==> config.mk <==
export PLATFORM = sky130hd
export DESIGN_NAME = cmf_axis
export DESIGN_NICKNAME = d
export VERILOG_FILES = /design/src/verilog/cmf_pkg.sv /design/src/verilog/cmf_axis.sv
export SDC_FILE = /design/constraint.sdc
export NUM_CORES = 1
export LEC_CHECK = 0
export BUFFER_PORTS_ARGS = -buffer_cell sky130_fd_sc_hd__clkbuf_2
export CAP_MARGIN = 10
export CORE_ASPECT_RATIO = 1.2
export CORE_MARGIN = 1.5
export CORE_UTILIZATION = 25
export CTS_CLUSTER_SIZE = 20
export DETAILED_ROUTE_END_ITERATION = 8
export GPL_ROUTABILITY_DRIVEN = 0
export PLACE_DENSITY = 0.42
export RECOVER_POWER = 50
export SLEW_MARGIN = 20
export SYNTH_ARGS = -nofsm -noshare
export SYNTH_HDL_FRONTEND = slang
export SYNTH_SLANG_ARGS = --single-unit
export TNS_END_PERCENT = 20
==> constraint.sdc <==
create_clock -name clk_sys_i -period 6 [get_ports clk_sys_i]
set_input_delay 0.9 -clock clk_sys_i [delete_from_list [all_inputs] [get_ports clk_sys_i]]
set_output_delay 0.9 -clock clk_sys_i [all_outputs]
set_load 0.03 [all_outputs]
==> src/verilog/cmf_pkg.sv <==
// package: register map, field positions, command codes and types of the
// comparator motion block; assumes 32-bit Avalon-MM words at byte offsets
package cmf_pkg;
  // register byte offsets
  localparam logic [7:0] OFS_CMD     = 8'h00;
  localparam logic [7:0] OFS_FBCFG   = 8'h04;
  localparam logic [7:0] OFS_CMPCFG  = 8'h08;
  localparam logic [7:0] OFS_POSLIM  = 8'h0c;
  localparam logic [7:0] OFS_NEGLIM  = 8'h10;
  localparam logic [7:0] OFS_MAXDEF  = 8'h14;
  localparam logic [7:0] OFS_PREDATA = 8'h18;
  localparam logic [7:0] OFS_CMP5    = 8'h1c;
  localparam logic [7:0] OFS_CMDPOS  = 8'h20;
  localparam logic [7:0] OFS_DEFL    = 8'h24;
  localparam logic [7:0] OFS_ERRST   = 8'h28;
  localparam logic [7:0] OFS_EVTST   = 8'h2c;
  localparam logic [7:0] OFS_MSTAT   = 8'h30;
  localparam logic [7:0] OFS_OPDATA  = 8'h34;
  localparam logic [7:0] OFS_CMP5CFG = 8'h38;
  localparam logic [7:0] OFS_EVTEN   = 8'h3c;
  // command codes
  localparam logic [7:0] CMD_DEFL_CLR  = 8'h22;
  localparam logic [7:0] CMD_PRE_NEXT  = 8'h4e;
  localparam logic [7:0] CMD_PRE_SPEED = 8'h4f;
  localparam logic [7:0] CMD_CS_START  = 8'h50;
  localparam logic [7:0] CMD_CS_START2 = 8'h51;
  localparam logic [7:0] CMD_HS_START  = 8'h52;
  localparam logic [7:0] CMD_HS_START2 = 8'h53;
  localparam int CMD_DIR_BIT = 8;
  // comparator_config fields
  localparam int C1_METH_LO = 2;
  localparam int C1_ACT_LO  = 5;
  localparam int C2_METH_LO = 10;
  localparam int C2_ACT_LO  = 13;
  localparam int C3_SEL_LO  = 16;
  localparam int C3_ACT_LO  = 21;
  localparam logic [2:0] METH_SOFTLIM = 3'b110;
  localparam logic [1:0] SEL_DEFL     = 2'b10;
  localparam logic [1:0] ACT_IMMED    = 2'b01;
  localparam logic [1:0] ACT_DECEL    = 2'b10;
  localparam logic [1:0] ACT_SPEED    = 2'b11;
  // feedback_and_terminal_config fields
  localparam int ENC_MODE_LO = 20;
  localparam int ENC_DIR_BIT = 22;
  localparam logic [1:0] ENC_X1 = 2'b00;
  localparam logic [1:0] ENC_X2 = 2'b01;
  localparam logic [1:0] ENC_X4 = 2'b10;
  // status bits
  localparam int ERR_ENC_BIT = 16;
  localparam int EVT_C3_BIT  = 10;
  localparam int EVT_C5_BIT  = 12;
  // pulse engine
  localparam logic [15:0] STOP_PERIOD = 16'h0400;
  localparam logic [31:0] ZERO_WORD   = 32'h0000_0000;
  typedef struct packed {
    logic        valid;
    logic        is_speed;
    logic [31:0] data;
  } cmf_pre_s;
  typedef enum logic [1:0] {ST_IDLE, ST_RUN, ST_DECEL} cmf_state_e;
endpackage

==> src/verilog/cmf_axis.sv <==
// comparator motion functions of one pulse-train axis: soft limits,
// position speed change via pre-register queue, out-of-step detection.
// assumes an Avalon-MM master on clk_sys_i; encoder pins are asynchronous.
`timescale 1ns/1ps
module cmf_axis
  import cmf_pkg::*;
(
  input  wire logic        clk_sys_i,
  input  wire logic        rst_n_i,
  input  wire logic [7:0]  avs_address_i,
  input  wire logic        avs_read_i,
  input  wire logic        avs_write_i,
  input  wire logic [31:0] avs_writedata_i,
  output logic      [31:0] avs_readdata_o,
  output logic             avs_waitrequest_o,
  input  wire logic        encoder_phase_a_i,
  input  wire logic        encoder_phase_b_i,
  output logic             pulse_o,
  output logic             dir_o,
  output logic             busy_o,
  output logic             int_n_o
);
  import cmf_pkg::*;

  // stop request kind: 0 none, 1 immediate, 2 decelerate
  function automatic logic [1:0] stop_kind(input logic [1:0] act, input logic hs);
    stop_kind = 2'd0;
    if (act == ACT_DECEL && hs) begin
      stop_kind = 2'd2;
    end else if (act == ACT_IMMED || act == ACT_DECEL) begin
      stop_kind = 2'd1;
    end
  endfunction

  // start codes: the constant-speed pair and the high-speed pair
  function automatic logic is_start(input logic [7:0] code);
    is_start = code == CMD_CS_START || code == CMD_CS_START2 ||
               code == CMD_HS_START || code == CMD_HS_START2;
  endfunction

  // one queue stage from the pending word, tagged speed change or next op
  function automatic cmf_pre_s pre_entry(input logic is_speed, input logic [31:0] word);
    pre_entry          = '0;
    pre_entry.valid    = 1'b1;
    pre_entry.is_speed = is_speed;
    pre_entry.data     = word;
  endfunction

  logic        ack_r;
  logic [31:0] rdata_r;
  logic [31:0] fbcfg_r, cmpcfg_r, poslim_r, neglim_r, maxdef_r;
  logic [31:0] predata_r, cmp5_r, opdata_r, evten_r;
  logic [1:0]  cmp5cfg_r;
  logic [31:0] pos_r, pos_nxt, defl_r;
  logic [15:0] period_r, period_nxt, remain_r, remain_nxt, tick_r;
  logic        hs_r, hs_nxt, dir_r, dir_nxt, pulse_r;
  cmf_state_e  state_r, state_nxt;
  cmf_pre_s    pre1_r, pre1_nxt, pre2_r, pre2_nxt;
  logic        ea_s1_r, ea_s2_r, ea_p_r, eb_s1_r, eb_s2_r, eb_p_r;
  logic        err_enc_r, evt_c3_r, evt_c5_r, c3_prev_r, c5_prev_r;

  // bus handshake: one wait state, so every access answers on its 2nd edge
  wire req    = avs_read_i | avs_write_i;
  wire do_wr  = avs_write_i & ack_r;
  wire do_rd  = avs_read_i & ack_r;
  wire [7:0] cmd = avs_writedata_i[7:0];
  wire cmd_wr = do_wr && avs_address_i == OFS_CMD;
  // read-clear strobes and command decodes shared by several processes
  wire rd_errst = do_rd && avs_address_i == OFS_ERRST;
  wire rd_evtst = do_rd && avs_address_i == OFS_EVTST;
  wire defl_clr = cmd_wr && cmd == CMD_DEFL_CLR;
  wire pre_conf = cmd_wr && (cmd == CMD_PRE_SPEED || cmd == CMD_PRE_NEXT);
  assign avs_waitrequest_o = req & ~ack_r;
  assign avs_readdata_o    = rdata_r;

  // configuration field decode
  wire [2:0] c1_meth = cmpcfg_r[C1_METH_LO +: 3];
  wire [1:0] c1_act  = cmpcfg_r[C1_ACT_LO +: 2];
  wire [2:0] c2_meth = cmpcfg_r[C2_METH_LO +: 3];
  wire [1:0] c2_act  = cmpcfg_r[C2_ACT_LO +: 2];
  wire [1:0] c3_sel  = cmpcfg_r[C3_SEL_LO +: 2];
  wire [1:0] c3_act  = cmpcfg_r[C3_ACT_LO +: 2];
  wire [1:0] enc_mode = fbcfg_r[ENC_MODE_LO +: 2];
  wire       enc_swap = fbcfg_r[ENC_DIR_BIT];

  // software limits compare the command position counter
  wire lim_pos = (c1_meth == METH_SOFTLIM) &&
                 ($signed(pos_r) >= $signed(poslim_r));
  wire lim_neg = (c2_meth == METH_SOFTLIM) &&
                 ($signed(pos_r) <= $signed(neglim_r));
  // only the limit ahead of the travel direction can stop the axis
  wire lim_hit = dir_r ? lim_neg : lim_pos;
  wire [1:0] lim_act = dir_r ? c2_act : c1_act;
  wire [1:0] lim_stop = lim_hit ? stop_kind(lim_act, hs_r) : 2'd0;

  // out-of-step: magnitude of deflection beyond the maximum
  wire [31:0] defl_neg = 32'h0 - defl_r;
  wire c3_cond = (c3_sel == SEL_DEFL) &&
                 (($signed(defl_r) > $signed(maxdef_r)) ||
                  ($signed(defl_neg) > $signed(maxdef_r)));
  wire [1:0] oos_stop = c3_cond ? stop_kind(c3_act, hs_r) : 2'd0;
  // comparator 5 matches the command position exactly
  wire c5_cond = (pos_r == cmp5_r);
  wire c5_rise = c5_cond & ~c5_prev_r;

  // start decode; direction comes from the command word
  wire st_cmd = cmd_wr && is_start(cmd);
  wire st_hs  = cmd == CMD_HS_START || cmd == CMD_HS_START2;
  wire st_dir = avs_writedata_i[CMD_DIR_BIT];
  // a limit already met blocks only the travel that would go further past it
  wire st_blocked = st_dir ? lim_neg : lim_pos;
  wire st_ok  = st_cmd && state_r == ST_IDLE && !st_blocked;
  wire tick   = state_r != ST_IDLE && tick_r >= period_r;
  wire done   = tick && remain_r == 16'h0001;

  // encoder phases, swapped when phase b is the counting reference
  wire ea = enc_swap ? eb_s2_r : ea_s2_r;
  wire eb = enc_swap ? ea_s2_r : eb_s2_r;
  wire ep = enc_swap ? eb_p_r : ea_p_r;
  wire bp = enc_swap ? ea_p_r : eb_p_r;
  wire ach = ea ^ ep;
  wire bch = eb ^ bp;
  wire enc_err = ach & bch;
  wire quad_up = ea ^ bp;
  logic enc_cnt, enc_up, enc_dn;

  // feedback counting per mode
  always_comb begin
    enc_up = 1'b0;
    enc_dn = 1'b0;
    enc_cnt = 1'b0;
    unique case (enc_mode)
      ENC_X1: enc_cnt = ach & ~bch & ea;
      ENC_X2: enc_cnt = ach & ~bch;
      ENC_X4: enc_cnt = ach ^ bch;
      default: begin
        enc_up = ach & ea;
        enc_dn = bch & eb;
      end
    endcase
    if (enc_cnt) begin
      enc_up = quad_up;
      enc_dn = ~quad_up;
    end
  end

  // deflection step: cmd_up and enc_dn add, cmd_dn and enc_up subtract
  wire cmd_up = pulse_r & ~dir_o;
  wire cmd_dn = pulse_r & dir_o;
  // up and down terms of one cycle may be active together; cmd_up and cmd_dn never both
  wire [31:0] defl_sub  = {{31{1'b0}}, cmd_dn} + {{31{1'b0}}, enc_up};
  wire [31:0] defl_cmb  = defl_r + {{31{1'b0}}, cmd_up} + {{31{1'b0}}, enc_dn} - defl_sub;

  // motion and queue next state
  always_comb begin
    state_nxt  = state_r;
    period_nxt = period_r;
    remain_nxt = remain_r;
    pos_nxt    = pos_r;
    hs_nxt     = hs_r;
    dir_nxt    = dir_r;
    pre1_nxt   = pre1_r;
    pre2_nxt   = pre2_r;
    if (tick) begin
      pos_nxt    = dir_r ? pos_r - 32'h1 : pos_r + 32'h1;
      remain_nxt = remain_r - 16'h1;
    end
    // speed change at the comparator 5 position
    // rising edge only, so an axis parked on the position does not fire again
    if (state_r == ST_RUN && c5_rise && cmp5cfg_r == ACT_SPEED &&
        pre1_r.valid && pre1_r.is_speed) begin
      period_nxt = pre1_r.data[15:0];
      pre1_nxt   = pre2_r;
      pre2_nxt   = '0;
    end
    // each step lengthens the period by an eighth plus one; no ramp table
    if (state_r == ST_DECEL && tick) begin
      period_nxt = period_r + (period_r >> 3) + 16'h1;
      if (period_r >= STOP_PERIOD) begin
        state_nxt = ST_IDLE;
      end
    end
    if (state_r == ST_RUN && (lim_stop == 2'd2 || oos_stop == 2'd2)) begin
      state_nxt = ST_DECEL;
    end
    // an immediate stop outranks completion; queued work then stays queued
    if (state_r != ST_IDLE && (lim_stop == 2'd1 || oos_stop == 2'd1)) begin
      state_nxt = ST_IDLE;
    end else if (done) begin
      state_nxt = ST_IDLE;
      if (pre1_r.valid && pre1_r.is_speed) begin
        pre1_nxt = '0;
        pre1_nxt.data = pre2_r.data;
        pre2_nxt = '0;
        if (pre2_r.valid && !pre2_r.is_speed) begin
          state_nxt  = ST_RUN;
          period_nxt = pre2_r.data[15:0];
          remain_nxt = pre2_r.data[31:16];
        end
      end else if (pre1_r.valid) begin
        state_nxt  = ST_RUN;
        period_nxt = pre1_r.data[15:0];
        remain_nxt = pre1_r.data[31:16];
        pre1_nxt   = pre2_r;
        pre2_nxt   = '0;
      end
    end
    if (st_ok && opdata_r[31:16] != 16'h0) begin
      state_nxt  = ST_RUN;
      period_nxt = opdata_r[15:0];
      remain_nxt = opdata_r[31:16];
      hs_nxt     = st_hs;
      dir_nxt    = st_dir;
    end
    // confirm the pending word into the first free stage
    // a third confirmation with both stages full is dropped
    if (pre_conf) begin
      if (!pre1_nxt.valid) begin
        pre1_nxt = pre_entry(cmd == CMD_PRE_SPEED, predata_r);
      end else if (!pre2_nxt.valid) begin
        pre2_nxt = pre_entry(cmd == CMD_PRE_SPEED, predata_r);
      end
    end
  end

  // read multiplexer; write-only registers read as zero
  logic [31:0] rd_mux;
  always_comb begin
    unique case (avs_address_i)
      OFS_POSLIM: rd_mux = poslim_r;
      OFS_NEGLIM: rd_mux = neglim_r;
      OFS_MAXDEF: rd_mux = maxdef_r;
      OFS_PREDATA: rd_mux = predata_r;
      OFS_CMP5: rd_mux = cmp5_r;
      OFS_CMDPOS: rd_mux = pos_r;
      OFS_DEFL: rd_mux = defl_r;
      OFS_ERRST: rd_mux = {15'h0, err_enc_r, 16'h0};
      OFS_EVTST: rd_mux = {19'h0, evt_c5_r, 1'b0, evt_c3_r, 10'h0};
      OFS_MSTAT: rd_mux = {24'h0, pre2_r.valid, pre1_r.valid, lim_neg,
                           lim_pos, hs_r, dir_r, state_r};
      OFS_OPDATA: rd_mux = opdata_r;
      OFS_CMP5CFG: rd_mux = {30'h0, cmp5cfg_r};
      OFS_EVTEN: rd_mux = evten_r;
      default: rd_mux = ZERO_WORD;
    endcase
  end

  // bus slave registers
  always_ff @(posedge clk_sys_i or negedge rst_n_i) begin
    if (!rst_n_i) begin
      ack_r     <= 1'b0;
      rdata_r   <= ZERO_WORD;
      fbcfg_r   <= ZERO_WORD;
      cmpcfg_r  <= ZERO_WORD;
      poslim_r  <= ZERO_WORD;
      neglim_r  <= ZERO_WORD;
      maxdef_r  <= ZERO_WORD;
      predata_r <= ZERO_WORD;
      cmp5_r    <= ZERO_WORD;
      opdata_r  <= ZERO_WORD;
      evten_r   <= ZERO_WORD;
      cmp5cfg_r <= 2'b00;
    end else begin
      ack_r <= req & ~ack_r;
      // captured on the first edge so the word stands when waitrequest drops
      if (avs_read_i && !ack_r) begin
        rdata_r <= rd_mux;
      end
      if (do_wr) begin
        unique case (avs_address_i)
          OFS_FBCFG: fbcfg_r <= avs_writedata_i;
          OFS_CMPCFG: cmpcfg_r <= avs_writedata_i;
          OFS_POSLIM: poslim_r <= avs_writedata_i;
          OFS_NEGLIM: neglim_r <= avs_writedata_i;
          OFS_MAXDEF: maxdef_r <= avs_writedata_i;
          OFS_PREDATA: predata_r <= avs_writedata_i;
          OFS_CMP5: cmp5_r <= avs_writedata_i;
          OFS_OPDATA: opdata_r <= avs_writedata_i;
          OFS_CMP5CFG: cmp5cfg_r <= avs_writedata_i[1:0];
          OFS_EVTEN: evten_r <= avs_writedata_i;
          default: ;
        endcase
      end
    end
  end

  // motion engine registers
  always_ff @(posedge clk_sys_i or negedge rst_n_i) begin
    if (!rst_n_i) begin
      state_r  <= ST_IDLE;
      period_r <= 16'h0;
      remain_r <= 16'h0;
      pos_r    <= ZERO_WORD;
      hs_r     <= 1'b0;
      dir_r    <= 1'b0;
      pre1_r   <= '0;
      pre2_r   <= '0;
      tick_r   <= 16'h0;
      pulse_r  <= 1'b0;
    end else begin
      state_r  <= state_nxt;
      period_r <= period_nxt;
      remain_r <= remain_nxt;
      pos_r    <= pos_nxt;
      hs_r     <= hs_nxt;
      dir_r    <= dir_nxt;
      pre1_r   <= pre1_nxt;
      pre2_r   <= pre2_nxt;
      pulse_r  <= tick;
      // idle holds the count at one, so a start waits a full period
      tick_r   <= (tick || state_r == ST_IDLE) ? 16'h1 : tick_r + 16'h1;
    end
  end

  // encoder synchronisers, deflection counter and sticky flags
  always_ff @(posedge clk_sys_i or negedge rst_n_i) begin
    if (!rst_n_i) begin
      ea_s1_r   <= 1'b0;
      ea_s2_r   <= 1'b0;
      ea_p_r    <= 1'b0;
      eb_s1_r   <= 1'b0;
      eb_s2_r   <= 1'b0;
      eb_p_r    <= 1'b0;
      defl_r    <= ZERO_WORD;
      err_enc_r <= 1'b0;
      evt_c3_r  <= 1'b0;
      evt_c5_r  <= 1'b0;
      c3_prev_r <= 1'b0;
      c5_prev_r <= 1'b0;
    end else begin
      // two stages tame the pins; the third keeps the last phase for edges
      ea_s1_r   <= encoder_phase_a_i;
      ea_s2_r   <= ea_s1_r;
      ea_p_r    <= ea_s2_r;
      eb_s1_r   <= encoder_phase_b_i;
      eb_s2_r   <= eb_s1_r;
      eb_p_r    <= eb_s2_r;
      c3_prev_r <= c3_cond;
      c5_prev_r <= c5_cond;
      // clear wins over everything; a count landing in that cycle is lost
      defl_r    <= defl_clr ? ZERO_WORD : defl_cmb;
      // read clears; a new event in the same cycle wins
      err_enc_r <= enc_err | (err_enc_r & ~rd_errst);
      evt_c3_r  <= (c3_cond & ~c3_prev_r) | (evt_c3_r & ~rd_evtst);
      evt_c5_r  <= c5_rise | (evt_c5_r & ~rd_evtst);
    end
  end

  // pulse and direction straight from registers; busy decoded from the state register
  assign pulse_o = pulse_r;
  assign dir_o   = dir_r;
  assign busy_o  = state_r != ST_IDLE;
  // encoder error always interrupts; comparator events only when enabled
  assign int_n_o = ~(err_enc_r | (evt_c3_r & evten_r[EVT_C3_BIT]) |
                     (evt_c5_r & evten_r[EVT_C5_BIT]));
endmodule

Word-level counts from Yosys, hierarchy flattened --
Index checks and enable logic that the tools add are counted.
Word-level totals: input port bits 46, register bits after elaboration 501, word-level logic and storage cells 251, output and inout bits 37
Cells by class: $add $sub $neg 11, mux-type cells 61, equal/unequal tests 40, magnitude comparators 6, reduce and logical (&&, ||, !) cells 59, bitwise gates (word level) 36
Operator list (number):
- 2-to-1 mux 34 bit | 13
- case mux 32 bit (13 select lines) | 1
- 2-to-1 mux 16 bit | 16
- equality test 8 x 6 -> 1 bit, second input constant | 9
- 2-to-1 mux 33 bit | 2
- adder 32 x 1 -> 32 bit | 2
- > comparator 32 bit | 2
- 2-to-1 mux 32 bit | 2
- equality test 8 x 7 -> 1 bit, second input constant | 6
- adder 16 x 1 -> 16 bit, second input constant | 2
- adder 32 x 1 -> 32 bit, second input constant | 1
- equality test 32 bit | 1
- equality test 8 x 5 -> 1 bit, second input constant | 4
- >= comparator 32 bit | 1
- less-or-equal comparator 32 bit | 1
- subtractor 1 x 32 -> 32 bit, first input constant | 1
- subtractor 32 x 1 -> 32 bit, second input constant | 1
- subtractor 32 x 2 -> 32 bit | 1
- logical AND 1 bit | 26
- 2-to-1 mux 2 bit | 12
- AND reduction 2 bit | 11
- AND 1 bit | 17
- adder 16 x 13 -> 16 bit | 1
- equality test 16 x 1 -> 1 bit, second input constant | 1
- other kinds (22) | 79

Logic depth before layout (Yosys ltp) --
word-level depth 14, depth in mapped cells 25

Least setup slack after synthesis --
OpenSTA, ideal clock, no wires.
kind register to register, start point register fbcfg_r[22], end point register defl_r[31], setup time 0.128 ns, stages on the path, launching flop included 25, data required time 5.872 ns, path slack 0.566 ns, path buffers 0, data arrival time 5.307 ns, path through dfrtp_1 > mux2_2 > ha_1 > inv_1 > ha_1 > nand2b_1 > o21ai_0 > a21oi_1 > fa_1 > inv_1 > fa_1 > inv_1 > ha_1 > inv_1 > fa_1 > o21bai_1 > a21oi_1 > o21a_1 > o21ai_1 > o211ai_1 > o311ai_1 > a41oi_1 > o41ai_1 > o21bai_1 > mux2_1
Between the ends: word-level cells in the longest chain between the ends 10, elaborated cells on any way between the ends 23
RTL lines:
- from (decl) | line cmf_axis.sv:51 | logic [31:0] fbcfg_r, cmpcfg_r, poslim_r, neglim_r, maxdef_r;
- from (signal assigned) | line cmf_axis.sv:271 | OFS_FBCFG: fbcfg_r <= avs_writedata_i;
- 2-to-1 mux 1 bit (on tied branches) | line cmf_axis.sv:118, cmf_axis.sv:120
- bitwise XOR 1 bit | line cmf_axis.sv:122 | wire bch = eb ^ bp;
- inverter 1 bit | line cmf_axis.sv:133, cmf_axis.sv:134
- AND 1 bit | line cmf_axis.sv:133, cmf_axis.sv:134
- AND 1 bit | line cmf_axis.sv:133 | ENC_X1: enc_cnt = ach & ~bch & ea;
- case mux 1 bit (3 select lines) | line cmf_axis.sv:132 | unique case (enc_mode)
- 2-to-1 mux 1 bit | line cmf_axis.sv:141 | if (enc_cnt) begin
- adder 32 x 1 -> 32 bit or adder 1 x 1 -> 2 bit (tied branches) | line cmf_axis.sv:152, cmf_axis.sv:151
- subtractor 32 x 2 -> 32 bit (*) | line cmf_axis.sv:152 | wire [31:0] defl_cmb = defl_r + {{31{1'b0}}, cmd_up} + {{31{1'b0}}, enc_dn} - defl_sub;
- 2-to-1 mux 32 bit (*) | line cmf_axis.sv:341 | defl_r <= defl_clr ? ZERO_WORD : defl_cmb;
- to (signal assigned) | line cmf_axis.sv:341
- to (decl) | line cmf_axis.sv:54 | logic [31:0] pos_r, pos_nxt, defl_r;
Every way passes the cells marked *; elsewhere a longest branch is shown, timed or not. A chain may end at the register's enable or synchronous reset.

Worst setup path after layout --
Same ends and word-level chain as after synthesis.

==> results.toml <==
[run_status]
run_status = "finished, violations left"
violations = "capacitance limit, slew limit"

[logic_synthesis]
yosysSeqAreaShare = 0.377
yosys_warnings = 0
yosys.area.top_type = "dfrtp_1"
synth-seq-cells = 472
synth.distinct_cells = 87
async_flop_share = 1.00
synth_top_area_share = 0.377
postSynthAreaPerCell_um2 = 9.64
synth_area_um2 = 31400
ys.flop_type = "dfrtp_1"
syn_nets = 3557
synthTopCellsByCount = "472 x dfrtp_1, 270 x inv_1, 257 x mux2_2"
synthCells = 3253
synth-edff-count = 0
yosys-top-cells-area = "dfrtp_1 38%, ha_1 10%, mux2_2 9.2%"
yosysMostFrequentCell = "dfrtp_1"

[critical_path]
crit_fanout = 5
arrival_ns = 6.18
r2r-end = "defl_r[31]"
path_class = "reg -> reg"
end_kind = "register"
reg2regPathDepth = 27
critPathRequiredTime_ns = 6.53
cp-start-kind = "register"
r2r_setup_slack_ns = 0.34
r2r-start = "fbcfg_r[22]"

[detailed_routing]
drc = 0
via_count = 25800
avgRoutedWirePerCell_um = 24.2
drt_iter0_markers = 2169
ant_nets = 0
routed_wl_um = 121000
avgViaCountPerCell = 5.15
drtPass1Iterations = 6

[timing]
max_slew_margin = -1.48
rsz0062_at_grt = "yes"
setup_tns_ns = 0
drv_slew = 167
period_needed_ns = 5.66
finClkSkew_ns = 0.0177
setup_viol = 0
post-route-period-util = 0.943
hold_viol = 0
worstMarginPinSlew_ns = 3.72
max_freq_mhz = 177

[job]
max_cap_viol_count = 2

[placed_design]
place_inst = 4900
io_buffers = 82
post-dp-hpwl_um = 89000

[floorplanning]
start_util = 0.251
pin_count = 83
die_y_um = 391
fp.dieArea_um2 = 128000
core-area_um2 = 125000
die_w_um = 326
rows = 142

[global_route]
grt_overflow = 0
grt_antenna_before_repair = 5
grt_pass1_vias = 26000
grt_pass1_wl_um = 179000
track_usage = 0.187
grt_max_degree = 144

[clock_tree]
root_buffer = "clkbuf_16"
htree_levels = 2
clk_pin_slew_worst_paths_ns = 0.06
cts_tree = "yes"
clock_latency_ns = 0.65
clockBufferDepth = 3
holdBufCountCts = 0
cts_sinks = 472
cts_buffers = 59

[cells_and_area]
layout.nets = 3613
layout-drive-gt1-share = 0.168
instances_no_fill = 5011
fill_cells = 13300
regArea_um2 = 11800
multiInputGateArea_um2 = 18100
area_growth_pct = 14.8

[hold_path]
hold_class = "reg -> reg"
hold_end = "ea_s2_r"
min_from = "ea_s1_r"
hold_path_depth = 0

[pwr]
power_density_nw_per_um2 = 301
ir_worst_vdd_uv = 222
leakage_nw = 17.2
[registers in the layout, summed over array words and instances (netlist names), 3 cells and up]
register / cells
pre2_r: 34
remain_r: 16
fbcfg_r: 3
poslim_r: 32
opdata_r: 32
cmp5_r: 32
defl_r: 32
tick_r: 16
pos_r: 32
neglim_r: 32
period_r: 16
avs_readdata_o: 32
pre1_r: 34
maxdef_r: 32
predata_r: 32
cmpcfg_r: 14
evten_r: 32
[critical path, cell delays in order, from the launching register on]
cell	delay [ns]
dfrtp_2	0.44
mux2_4	0.34
ha_4	0.27
inv_2	0.03
ha_1	0.28
nand2b_1	0.10
o21ai_0	0.08
nand2_1	0.06
o21ai_1	0.08
fa_1	0.51
inv_1	0.05
fa_1	0.38
inv_1	0.07
ha_2	0.17
inv_1	0.06
fa_2	0.39
o21bai_4	0.13
a21oi_2	0.09
o21a_1	0.22
o21ai_2	0.17
o211ai_1	0.17
o311ai_1	0.32
buf_4	0.19
a41oi_2	0.13
o41ai_2	0.29
buf_4	0.16
o21bai_1	0.07
mux2_1	0.32
[layout by cell type, fill, tap and decap left out, types with 13 or more instances in the layout]
cell       instances
xnor2_1           86
a221oi_1          44
nor4_1            56
nor2b_1           21
clkbuf_16         59
mux2_2           256
nand4_1           37
o32ai_1           14
o211ai_1          21
nand2b_1          27
a211oi_1          24
or3_1             19
a21o_1            54
and3_1            27
inv_1            269
o21a_1            30
xor2_1            61
a22oi_1           52
nor3_1            43
clkbuf_2          75
nand2_1          212
mux2i_1           92
buf_4             73
o21ai_0          124
a311oi_1          33
a21oi_1          126
nor3b_1           13
o21bai_1          21
nand3_1          127
clkbuf_1          24
ha_1             250
nor2_1           179
a222oi_1          25
a2bb2oi_1         34
a22o_1            21
dfrtp_1          469
a31oi_1           18
[where the power goes]
| part | switching [mW] | internal [mW] |
|---|---|---|
| clock network | 1.53 | 2.11 |
| logic | 2.02 | 1.49 |
| registers | 0.290 | 3.41 |
| total | 3.84 | 7.00 |
[repair_timing]
item                                    in CTS  in global routing
resized for setup                            0                 24
setup buffers                                0                  4
endpoints found under the setup margin       0                101
[per-layer routing]
layer,track usage,routed length [µm]
met3,0.0269,5930
met4,0.0609,3970
met1,0.247,54400
met2,0.313,57000
met5,0,15
[cells by family after synthesis]
kind of cell,share of synthesized area
buffers and inverters,0.0553
multiplexers,0.123
AO/OA/AOI/OAI,0.169
flip-flops,0.377
XOR/XNOR,0.0411
adder cells (fa/ha/maj),0.104
AND/OR/NAND/NOR,0.130
[final cells by class]
| class | count | share of cell area |
|---|---|---|
| Sequential cell | 472 | 0.328 |
| Clock inverter | 20 | 0.00605 |
| Antenna cell | 2 | 0.000139 |
| Inverter | 271 | 0.0283 |
| Tap cell | 1656 | 0.0576 |
| Timing Repair Buffer | 166 | 0.0310 |
| Multi-Input combinational cell | 2339 | 0.502 |
| Clock buffer | 85 | 0.0468 |
[worst max path at each step]
stage | end | cells past startpoint | slack, ns | from
2_1_floorplan | defl_r[31] | 24 | 0.57 | fbcfg_r[22]
3_3_place_gp | defl_r[31] | 26 | 0.06 | fbcfg_r[22]
3_5_place_dp | pre1_r[31] | 22 | 0.09 | defl_r[2]
4_1_cts | defl_r[31] | 26 | 0.06 | fbcfg_r[22]
5_1_grt | defl_r[31] | 28 | -0.06 | fbcfg_r[22]
6_report | defl_r[31] | 27 | 0.34 | fbcfg_r[22]
[stage by stage]
step	util	area (µm²)	setup slack [ns]	hold WS, ns	total power, mW
6_report	0.289	36000	0.344	0.346	10.8
5_1_grt	0.288	36000	-0.0620	0.339	11.6
4_1_cts	0.288	35900	0.0614	0.176	10.9
3_5_place_dp	0.272	34000	0.0872	0.335	7.17
3_3_place_gp	0.272	34000	0.0646	0.333	7.16
2_1_floorplan	-	31400	0.566	0.331	6.06
No activity file was read; power rests on OpenSTA's default activity.
